### src/durm_map.vh
// Address map, command codes, field positions and reset values of the host register block.
`ifndef DURM_MAP_VH
`define DURM_MAP_VH

// ----------------------------------------
// Register addresses
// ----------------------------------------
`define DURM_ADDR_MODE_A      4'h0
`define DURM_ADDR_STAT_A      4'h1
`define DURM_ADDR_CMD_A       4'h2
`define DURM_ADDR_HOLD_A      4'h3
`define DURM_ADDR_IPC_ACR     4'h4
`define DURM_ADDR_ISR_IMR     4'h5
`define DURM_ADDR_CT_HIGH     4'h6
`define DURM_ADDR_CT_LOW      4'h7
`define DURM_ADDR_MODE_B      4'h8
`define DURM_ADDR_STAT_B      4'h9
`define DURM_ADDR_CMD_B       4'hA
`define DURM_ADDR_HOLD_B      4'hB
`define DURM_ADDR_USER_FLAG   4'hC
`define DURM_ADDR_IPR_OUTPUT_CONFIG    4'hD
`define DURM_ADDR_START_SET   4'hE
`define DURM_ADDR_STOP_CLR    4'hF

// ----------------------------------------
// Command codes (upper nibble)
// ----------------------------------------
`define DURM_CMD_PTR_ONE      4'h1
`define DURM_CMD_RX_RESET     4'h2
`define DURM_CMD_ERR_RESET    4'h4
`define DURM_CMD_PTR_ZERO     4'hB

// ----------------------------------------
// Mode register fields
// ----------------------------------------
`define DURM_M0_WATCHDOG      7
`define DURM_M0_EXT_ONE       0
`define DURM_M0_EXT_TWO       2
`define DURM_M0_RECEIVE_IRQ_LEVEL         6
`define DURM_M1_RTS_CTRL      7
`define DURM_M1_RECEIVE_IRQ_LEVEL         6
`define DURM_M1_ERR_MODE      5
`define DURM_M1_PAR_HI        4
`define DURM_M1_PAR_LO        3
`define DURM_M1_PAR_TYPE      2
`define DURM_M1_LEN_HI        1
`define DURM_M1_LEN_LO        0
`define DURM_PAR_MULTIDROP    2'b11
`define DURM_MB_LOW_READ      4'hF
`define DURM_M0_WR_MASK       8'hF5

// ----------------------------------------
// Reset values and last mode pointer position
// ----------------------------------------
`define DURM_PTR_RESET        2'd1
`define DURM_REG_RESET        8'h00
`define DURM_PRESET_RESET     16'h0000
`define DURM_PTR_LAST         2'd2

`endif

### src/durm_regs.v
// Host register file of a dual serial controller: decode, mode pointers and control registers.
`timescale 1ns/1ps
`include "durm_map.vh"

// What this block does
// - Per-channel mode pointer advances, stops at third
// - Commands 1x, Bx load pointer one, zero
// - Reset sets each mode pointer to one
// - Reset clears control registers to zero
// - Four address bits; strobes; channel A map
// - Addresses four to seven are shared registers
// - Addresses eight to eleven mirror channel B
// - Flag at twelve; pins read, config write
// - Fourteen/fifteen: timer start/stop, port set/clear
// - First mode bit seven enables watchdog
// - First mode bits zero, two pick extended rates
// - Channel B first mode low nibble reads F
// - Second mode bit six selects receive interrupt
// - Second mode bit five selects block errors
// - Block errors cleared by error or receiver reset
// - Parity mode bits four-three, bit two odd
// - Second mode bit seven gives receiver RTS
// - Multidrop address/data flag from bit two
module durm_regs #(
   parameter WIDTH = 8,
   parameter IN_PINS = 7
) (
   input  wire                clock,
   input  wire                reset_n,
   input  wire [3:0]          addr,
   input  wire                read_strobe_n,
   input  wire                write_strobe_n,
   input  wire [WIDTH-1:0]    wdata,
   input  wire [IN_PINS-1:0]  input_pins,
   input  wire [1:0]          err_events,
   input  wire [WIDTH-1:0]    stat_a_in,
   input  wire [WIDTH-1:0]    stat_b_in,
   input  wire [WIDTH-1:0]    rx_hold_a_in,
   input  wire [WIDTH-1:0]    rx_hold_b_in,
   input  wire [WIDTH-1:0]    input_change_in,
   input  wire [WIDTH-1:0]    irq_status_in,
   input  wire [15:0]         timer_count_in,
   output reg  [WIDTH-1:0]    rdata,
   output reg  [WIDTH-1:0]    output_port,
   output reg  [WIDTH-1:0]    output_config,
   output reg  [WIDTH-1:0]    auxiliary_control,
   output reg  [WIDTH-1:0]    irq_mask,
   output reg  [15:0]         timer_preset,
   output reg  [WIDTH-1:0]    user_flag,
   output reg                 timer_start,
   output reg                 timer_stop,
   output reg  [1:0]          tx_write,
   output reg  [1:0]          rx_read,
   output reg  [WIDTH-1:0]    tx_data,
   output reg  [WIDTH-1:0]    rate_select_a,
   output reg  [WIDTH-1:0]    rate_select_b,
   output reg  [WIDTH-1:0]    command_a,
   output reg  [WIDTH-1:0]    command_b,
   output reg  [1:0]          command_strobe,
   output reg  [1:0]          watchdog_en,
   output reg  [3:0]          ext_rate_sel,
   output reg  [1:0]          rx_irq_full,
   output reg  [1:0]          block_err_mode,
   output reg  [1:0]          block_err,
   output reg  [3:0]          parity_mode,
   output reg  [1:0]          parity_odd,
   output reg  [1:0]          rts_by_rx,
   output reg  [1:0]          addr_flag,
   output reg  [3:0]          char_len
);

   // ----------------------------------------
   // Strobe synchronisers and access edges
   // ----------------------------------------
   reg  [1:0]         rd_sync;
   reg  [1:0]         wr_sync;
   reg                rd_prev;
   reg                wr_prev;
   reg  [3:0]         addr_s1;
   reg  [3:0]         addr_s2;
   reg  [WIDTH-1:0]   wdata_s1;
   reg  [WIDTH-1:0]   wdata_s2;
   reg  [IN_PINS-1:0] pins_s1;
   reg  [IN_PINS-1:0] pins_s2;
   wire               rd_go;
   wire               wr_go;

   // Both strobes are active low; an access happens once, at the falling edge.
   assign rd_go = rd_sync[1] & ~rd_prev;
   assign wr_go = wr_sync[1] & ~wr_prev;

   // Address and write data ride through the same two stages as the strobes, so the host
   // must have them steady by the time a strobe falls and hold them until it rises again.

   always @(posedge clock) begin
      if (!reset_n) begin
         rd_sync  <= 2'b00;
         wr_sync  <= 2'b00;
         rd_prev  <= 1'b0;
         wr_prev  <= 1'b0;
         addr_s1  <= 4'h0;
         addr_s2  <= 4'h0;
         wdata_s1 <= `DURM_REG_RESET;
         wdata_s2 <= `DURM_REG_RESET;
         pins_s1  <= {IN_PINS{1'b0}};
         pins_s2  <= {IN_PINS{1'b0}};
      end else begin
         rd_sync  <= {rd_sync[0], ~read_strobe_n};
         wr_sync  <= {wr_sync[0], ~write_strobe_n};
         rd_prev  <= rd_sync[1];
         wr_prev  <= wr_sync[1];
         addr_s1  <= addr;
         addr_s2  <= addr_s1;
         wdata_s1 <= wdata;
         wdata_s2 <= wdata_s1;
         pins_s1  <= input_pins;
         pins_s2  <= pins_s1;
      end
   end

   // ----------------------------------------
   // Per-channel mode registers and pointers
   // ----------------------------------------
   reg  [WIDTH-1:0] mode_reg_first  [0:1];
   reg  [WIDTH-1:0] mode_reg_second [0:1];
   reg  [WIDTH-1:0] mode_reg_third  [0:1];
   reg  [1:0]       mode_ptr        [0:1];
   wire [WIDTH-1:0] mode_rd         [0:1];
   wire [3:0]       cmd_code;

   assign cmd_code = wdata_s2[7:4];

   genvar ch;
   generate
      for (ch = 0; ch < 2; ch = ch + 1) begin : g_chan
         wire       hit_mode;
         wire       hit_cmd;
         wire [3:0] mode_addr;
         wire [3:0] cmd_addr;
         wire [WIDTH-1:0] first_rd;

         assign mode_addr = ch ? `DURM_ADDR_MODE_B : `DURM_ADDR_MODE_A;
         assign cmd_addr  = ch ? `DURM_ADDR_CMD_B : `DURM_ADDR_CMD_A;
         // Reads and writes alike move the pointer on.
         assign hit_mode  = (rd_go | wr_go) && addr_s2 == mode_addr;
         assign hit_cmd   = wr_go && addr_s2 == cmd_addr;
         // Channel B hides its low nibble behind a fixed pattern.
         assign first_rd  = ch ? {mode_reg_first[ch][7:4], `DURM_MB_LOW_READ}
                               : mode_reg_first[ch];
         assign mode_rd[ch] = (mode_ptr[ch] == 2'd0) ? first_rd :
                              (mode_ptr[ch] == 2'd1) ? mode_reg_second[ch] :
                              mode_reg_third[ch];

         always @(posedge clock) begin
            if (!reset_n) begin
               mode_ptr[ch]        <= `DURM_PTR_RESET;
               mode_reg_first[ch]  <= `DURM_REG_RESET;
               mode_reg_second[ch] <= `DURM_REG_RESET;
               mode_reg_third[ch]  <= `DURM_REG_RESET;
               block_err[ch]       <= 1'b0;
            end else begin
               // A pointer command outranks an access; the pointer then stays on the third
               // register until a command reloads it.
               if (hit_cmd && cmd_code == `DURM_CMD_PTR_ONE) begin
                  mode_ptr[ch] <= 2'd1;
               end else if (hit_cmd && cmd_code == `DURM_CMD_PTR_ZERO) begin
                  mode_ptr[ch] <= 2'd0;
               end else if (hit_mode && mode_ptr[ch] != `DURM_PTR_LAST) begin
                  mode_ptr[ch] <= mode_ptr[ch] + 2'd1;
               end
               if (hit_mode && wr_go) begin
                  case (mode_ptr[ch])
                     2'd0: begin
                        // Bits 3 and 1 are forced to zero whatever is written.
                        mode_reg_first[ch] <= wdata_s2 & `DURM_M0_WR_MASK;
                     end
                     2'd1: begin
                        mode_reg_second[ch] <= wdata_s2;
                     end
                     default: begin
                        mode_reg_third[ch] <= wdata_s2;
                     end
                  endcase
               end
               // An arriving error outranks a clear in the same cycle.
               if (err_events[ch] && mode_reg_second[ch][`DURM_M1_ERR_MODE]) begin
                  block_err[ch] <= 1'b1;
               end else if (hit_cmd && (cmd_code == `DURM_CMD_ERR_RESET ||
                                        cmd_code == `DURM_CMD_RX_RESET)) begin
                  block_err[ch] <= 1'b0;
               end
            end
         end

         // Field decodes are registered so every output leaves a flip-flop.
         always @(posedge clock) begin
            if (!reset_n) begin
               watchdog_en[ch]          <= 1'b0;
               ext_rate_sel[2*ch+1:2*ch] <= 2'b00;
               rx_irq_full[ch]          <= 1'b0;
               block_err_mode[ch]       <= 1'b0;
               parity_mode[2*ch+1:2*ch] <= 2'b00;
               parity_odd[ch]           <= 1'b0;
               rts_by_rx[ch]            <= 1'b0;
               addr_flag[ch]            <= 1'b0;
               char_len[2*ch+1:2*ch]    <= 2'b00;
            end else begin
               watchdog_en[ch] <= mode_reg_first[ch][`DURM_M0_WATCHDOG];
               ext_rate_sel[2*ch+1:2*ch] <= {mode_reg_first[ch][`DURM_M0_EXT_TWO],
                                             mode_reg_first[ch][`DURM_M0_EXT_ONE]};
               rx_irq_full[ch] <= mode_reg_second[ch][`DURM_M1_RECEIVE_IRQ_LEVEL];
               block_err_mode[ch] <= mode_reg_second[ch][`DURM_M1_ERR_MODE];
               parity_mode[2*ch+1:2*ch] <= mode_reg_second[ch][`DURM_M1_PAR_HI:
                                                              `DURM_M1_PAR_LO];
               parity_odd[ch] <= mode_reg_second[ch][`DURM_M1_PAR_TYPE];
               rts_by_rx[ch] <= mode_reg_second[ch][`DURM_M1_RTS_CTRL];
               addr_flag[ch] <= (mode_reg_second[ch][`DURM_M1_PAR_HI:`DURM_M1_PAR_LO] ==
                                 `DURM_PAR_MULTIDROP) &
                                mode_reg_second[ch][`DURM_M1_PAR_TYPE];
               char_len[2*ch+1:2*ch] <= mode_reg_second[ch][`DURM_M1_LEN_HI:
                                                           `DURM_M1_LEN_LO];
            end
         end
      end
   endgenerate

   // ----------------------------------------
   // Shared and per-channel write registers
   // ----------------------------------------
   always @(posedge clock) begin
      if (!reset_n) begin
         output_port       <= `DURM_REG_RESET;
         output_config     <= `DURM_REG_RESET;
         auxiliary_control <= `DURM_REG_RESET;
         irq_mask          <= `DURM_REG_RESET;
         timer_preset      <= `DURM_PRESET_RESET;
         user_flag         <= `DURM_REG_RESET;
         rate_select_a     <= `DURM_REG_RESET;
         rate_select_b     <= `DURM_REG_RESET;
         command_a         <= `DURM_REG_RESET;
         command_b         <= `DURM_REG_RESET;
         tx_data           <= `DURM_REG_RESET;
         tx_write          <= 2'b00;
         command_strobe    <= 2'b00;
      end else begin
         tx_write       <= 2'b00;
         command_strobe <= 2'b00;
         if (wr_go) begin
            case (addr_s2)
               `DURM_ADDR_STAT_A:     rate_select_a <= wdata_s2;
               `DURM_ADDR_CMD_A: begin
                  command_a         <= wdata_s2;
                  command_strobe[0] <= 1'b1;
               end
               `DURM_ADDR_HOLD_A: begin
                  tx_data     <= wdata_s2;
                  tx_write[0] <= 1'b1;
               end
               `DURM_ADDR_IPC_ACR:    auxiliary_control <= wdata_s2;
               `DURM_ADDR_ISR_IMR:    irq_mask <= wdata_s2;
               // The two preset bytes load on their own; nothing pairs them.
               `DURM_ADDR_CT_HIGH:    timer_preset[15:8] <= wdata_s2;
               `DURM_ADDR_CT_LOW:     timer_preset[7:0] <= wdata_s2;
               `DURM_ADDR_STAT_B:     rate_select_b <= wdata_s2;
               `DURM_ADDR_CMD_B: begin
                  command_b         <= wdata_s2;
                  command_strobe[1] <= 1'b1;
               end
               `DURM_ADDR_HOLD_B: begin
                  tx_data     <= wdata_s2;
                  tx_write[1] <= 1'b1;
               end
               `DURM_ADDR_USER_FLAG:  user_flag <= wdata_s2;
               `DURM_ADDR_IPR_OUTPUT_CONFIG:   output_config <= wdata_s2;
               // Set and clear act on the current port value; unmarked bits keep their level.
               `DURM_ADDR_START_SET:  output_port <= output_port | wdata_s2;
               `DURM_ADDR_STOP_CLR:   output_port <= output_port & ~wdata_s2;
               default: begin
                  // Mode addresses are served by the per-channel logic above.
               end
            endcase
         end
      end
   end

   // ----------------------------------------
   // Read port and read side effects
   // ----------------------------------------
   // Reads change nothing except the timer commands, holding pops and mode pointers; a strobe held low
   // fires each of these pulses only once.
   always @(posedge clock) begin
      if (!reset_n) begin
         rdata       <= `DURM_REG_RESET;
         timer_start <= 1'b0;
         timer_stop  <= 1'b0;
         rx_read     <= 2'b00;
      end else begin
         timer_start <= 1'b0;
         timer_stop  <= 1'b0;
         rx_read     <= 2'b00;
         if (rd_go) begin
            case (addr_s2)
               `DURM_ADDR_MODE_A:     rdata <= mode_rd[0];
               `DURM_ADDR_STAT_A:     rdata <= stat_a_in;
               `DURM_ADDR_HOLD_A: begin
                  rdata      <= rx_hold_a_in;
                  rx_read[0] <= 1'b1;
               end
               `DURM_ADDR_IPC_ACR:    rdata <= input_change_in;
               `DURM_ADDR_ISR_IMR:    rdata <= irq_status_in;
               `DURM_ADDR_CT_HIGH:    rdata <= timer_count_in[15:8];
               `DURM_ADDR_CT_LOW:     rdata <= timer_count_in[7:0];
               `DURM_ADDR_MODE_B:     rdata <= mode_rd[1];
               `DURM_ADDR_STAT_B:     rdata <= stat_b_in;
               `DURM_ADDR_HOLD_B: begin
                  rdata      <= rx_hold_b_in;
                  rx_read[1] <= 1'b1;
               end
               `DURM_ADDR_USER_FLAG:  rdata <= user_flag;
               // The spare top bit of the input port reads as zero.
               `DURM_ADDR_IPR_OUTPUT_CONFIG:   rdata <= {1'b0, pins_s2};
               `DURM_ADDR_START_SET: begin
                  rdata       <= `DURM_REG_RESET;
                  timer_start <= 1'b1;
               end
               `DURM_ADDR_STOP_CLR: begin
                  rdata      <= `DURM_REG_RESET;
                  timer_stop <= 1'b1;
               end
               default: begin
                  // The two command addresses answer zero and touch nothing.
                  rdata <= `DURM_REG_RESET;
               end
            endcase
         end
      end
   end

endmodule // durm_regs

### config.mk
export PLATFORM = sky130hd
export DESIGN_NAME = durm_regs
export DESIGN_NICKNAME = d
export VERILOG_FILES = /design/src/durm_regs.v
export VERILOG_INCLUDE_DIRS = /design/src
export SDC_FILE = /design/constraint.sdc
export NUM_CORES = 1
export LEC_CHECK = 0
export BUFFER_PORTS_ARGS = -buffer_cell sky130_fd_sc_hd__buf_2
export CORE_MARGIN = 3
export CORE_UTILIZATION = 40
export DETAILED_ROUTE_END_ITERATION = 16
export SYNTH_ARGS = -nofsm -noshare
export SYNTH_HDL_FRONTEND = slang
export SYNTH_SLANG_ARGS = --single-unit
### constraint.sdc
create_clock -name clock -period 2.35 [get_ports clock]
set_input_delay 0.235 -clock clock [delete_from_list [all_inputs] [get_ports clock]]
set_output_delay 0.235 -clock clock [all_outputs]
set_load 0.02 [all_outputs]
==> impl_metrics.toml <==
[synth]
flip_flop_cell_with_the_highest_count_after_synthesis = "dfxtp_1"
synth-seq-area-share_pct = 54.8
postSynthAreaPerCell_um2 = 9.72
number_of_enable_type_register_cells_in_the_synthesized_netlist = 48
synth.yosys.warnings = 0
synth_async_sr_flop_share_pct = 0
synth_seq_cells = 230
post_synthesis_net_count = 1051
synth_cells = 955
yosys.cell_types.count = 61
synth_area_um2 = 9290

[global_routing]
grt_max_degree = 70
number_of_antenna_violations_at_the_first_check_in_global_routing = 0
grt_use_total_pct = 21.6
globalRoute.totalOverflow = 0
grt_first_pass_wirelength_um = 42400
vias_in_the_first_global_route = 7482

[clocking]
cts_root_buffer = "clkbuf_16"
cts_hold_buffers = 23
cts_htree_levels = 1
postCtsResizedCells = 0
post-cts-setup-buffer-count = 0
numCtsBuffers = 25
total_number_of_clock_tree_sinks = 230
worstSkewPairLatency_ns = 0.52
clkTransAtPathRegs_ns = 0.06
clk_path_buf_depth = 3
tritoncts = "done"

[placed_design]
hpwl_after_dpl_um = 20000
detailedPlace.worstSlack_ns = 0.216
io_buffer_count = 226
placed_cells_incl_taps = 1437
gp_routability_congestion = 0.869

[job]
max_cap_violations = 0

[layout]
num_antenna_cells = 0
number_of_fill_cells_in_the_layout = 2152
final_cells = 1506
layout-drive-gt1-share_pct = 27.3
multiInputGateArea_um2 = 3820
layout.nets = 1298
storage_element_area_um2 = 5090
area_growth_from_synthesis_to_layout_pct = 27.5

[floorplan]
num_rows = 55
fp.dieW_um = 158
die_height_um = 158
floorplan.io_pins = 227
die_outline_area_um2 = 25100
starting_utilization_of_the_core_area_pct = 40.9
coreArea_um2 = 22700

[timing]
period_share_pct = 91.3
timing.final.setup_violations = 0
rsz0062_at_grt = "no"
pin_slew_with_the_least_headroom_to_its_limit_ns = 0.723
final_period_minus_worst_setup_slack_ns = 2.15
fin_tns_setup_ns = 0
fin_ws_ns = 0.204
max_clock_freq_ghz = 0.466
drv_slew = 0
max-slew-margin-rel_pct = 51.1
timing_hold_violations_final = 0
timing.clock.skew_ns = 0.0107
final.hold.worst_slack_ns = 0.110

[routing]
routed-via-count = 7796
wire_per_inst_um = 18.7
drt_iter0_markers = 517
viasPerCell = 5.18
drc = 0
wirelength_um = 28100
detail_route.first_pass.iterations = 5
postRouteAntennaNets = 0

[setup_path]
crit_type = "register to register"
timing.critical_path.arrival_ns = 2.52
setup.worst_path.end_class = "register"
setup.reg_to_reg.worst_slack_ns = 0.20
crit_chain = "inv_1 > nor3_4 > nand2_1 > nand2_1 > a21oi_1"
cp-start-kind = "register"
path_max_fanout = 13
max_stage_delay_ns = 0.60
cp_data_required_time_ns = 2.72
critPathMostFrequentCell = "nand2_1"
cpMaxStageDelayCell = "nor3_4"

[pwr]
powerDensity_nw_per_um2 = 720
worst_ir_drop_on_vdd_uv = 497
cellLeakagePower_nw = 4.98
power_mw = 8.53

[status]
outcome = "finished clean"

[hold_path]
worst_hold_path_type = "primary input to register"
## area by class of cell
type                    count  area share, %
flip-flops and latches    230           43.0
clock inverters            13          0.624
inverters                  11          0.359
multi-input cells         639           32.3
repair buffers            295           14.6
clock buffers              33           6.14
well taps                 285           3.01
## critical path: cells and delay by family, from the launching register on
family / cells / cell delay [ns]
simple gates: 3 / 1.08
buf+inv: 1 / 0.25
flops: 1 / 0.59
compound gates: 1 / 0.07
## state kept, by name, indices dropped and copies added (netlist names), 7 cells and up, named ones only
signal             count
wdata_s2               8
mode_reg_first        12
command_a              8
pins_s2                7
wdata_s1               8
rate_select_a          8
output_config          8
tx_data                8
mode_reg_second       16
irq_mask               8
user_flag              8
auxiliary_control      8
command_b              8
rate_select_b          8
mode_reg_third        16
rdata                  8
timer_preset          16
pins_s1                7
## cell usage in the layout (no fill, tap or decap), types with 10 or more instances in the layout
cell	instances
and3_1	10
buf_4	44
a211oi_1	17
buf_2	226
dlygate4sd3_1	23
inv_1	10
nand2_1	116
clkbuf_16	26
nor2b_1	18
nor2_1	49
nand3_1	64
a21oi_1	78
nand2b_1	10
clkinv_2	10
o21ai_0	21
edfxtp_1	48
dfxtp_1	181
mux2i_1	46
and2_1	113
## where the power goes
group	leakage [nW]	switching, mW	total (mW)	internal, mW
Sequential	1.97	0.0560	4.17	4.11
Clock	0.404	1.59	3.76	2.18
Combinational	2.61	0.346	0.594	0.248
## layer usage
metal / up-vias / GRT usage, % / part of all wire [%]
li1: 3804 / - / -
met2: 285 / 35.8 / 47
met4: 0 / 6.23 / 2.9
met1: 3651 / 28.8 / 43
met3: 56 / 4.59 / 7.5
met5: - / 0 / 0
## through the flow
| stage | instance area, um2 | util, % |
|---|---|---|
| after floorplan | 9290 | - |
| after global placement | 10800 | 47.6 |
| after detailed placement | 10800 | 47.6 |
| after CTS | 11800 | 52.1 |
| after global routing | 11800 | 52.1 |
| final | 11800 | 52.1 |
## synth_stat cells, drive strengths merged (2+ instances only)
| cell type | number | share of area [%] |
|---|---|---|
| dfxtp | 182 | 39 |
| nand2 | 117 | 4.8 |
| and2 | 113 | 7.6 |
| a21oi | 78 | 4.2 |
| nand3 | 64 | 3.4 |
| nor2 | 50 | 2.0 |
| edfxtp | 48 | 16 |
| mux2i | 46 | 5.0 |
| clkbuf | 43 | 1.8 |
| buf | 32 | 1.9 |
| o21ai | 24 | 1.3 |
| nor2b | 19 | 1.3 |
| a211oi | 17 | 1.4 |
| nor3 | 12 | 1.1 |
| and3 | 10 | 0.67 |
| inv | 10 | 0.40 |
| nand2b | 10 | 0.67 |
| a311oi | 8 | 0.75 |
| ha | 7 | 0.94 |
| a22oi | 5 | 0.40 |
| o22ai | 5 | 0.34 |
| o32ai | 5 | 0.47 |
| a31oi | 4 | 0.27 |
| nor4 | 4 | 0.43 |
| a22o | 3 | 0.28 |
| a32oi | 3 | 0.28 |
| mux2 | 3 | 0.36 |
| nand3b | 3 | 0.24 |
| o211ai | 3 | 0.24 |
| o31ai | 3 | 0.24 |
| a2111oi | 2 | 0.19 |
| a221o | 2 | 0.22 |
| nor4b | 2 | 0.26 |
## worst paths after layout
kind / startpoint / to / cells past startpoint
worst min register to register: wdata_s1[3] / wdata_s2[3] / 1
worst max register to register: addr_s2[2] / irq_mask[5] / 5
worst min-delay path: reset_n / addr_s1[0] / 2
worst max-delay path: addr_s2[2] / irq_mask[5] / 5
## cells by family (layout without fill, tap and decap cells)
kind of cell / Yosys count / in the layout / synth area share (%)
AO/OA/AOI/OAI: 168 / 168 / 11.1
AND/OR/NAND/NOR: 412 / 412 / 23.3
buffers and inverters: 86 / 352 / 4.14
adder cells (fa/ha/maj): 7 / 7 / 0.943
XOR/XNOR: 2 / 2 / 0.189
multiplexers: 50 / 50 / 5.57
flip-flops: 230 / 230 / 54.8
(Power assumes the default switching activity.)
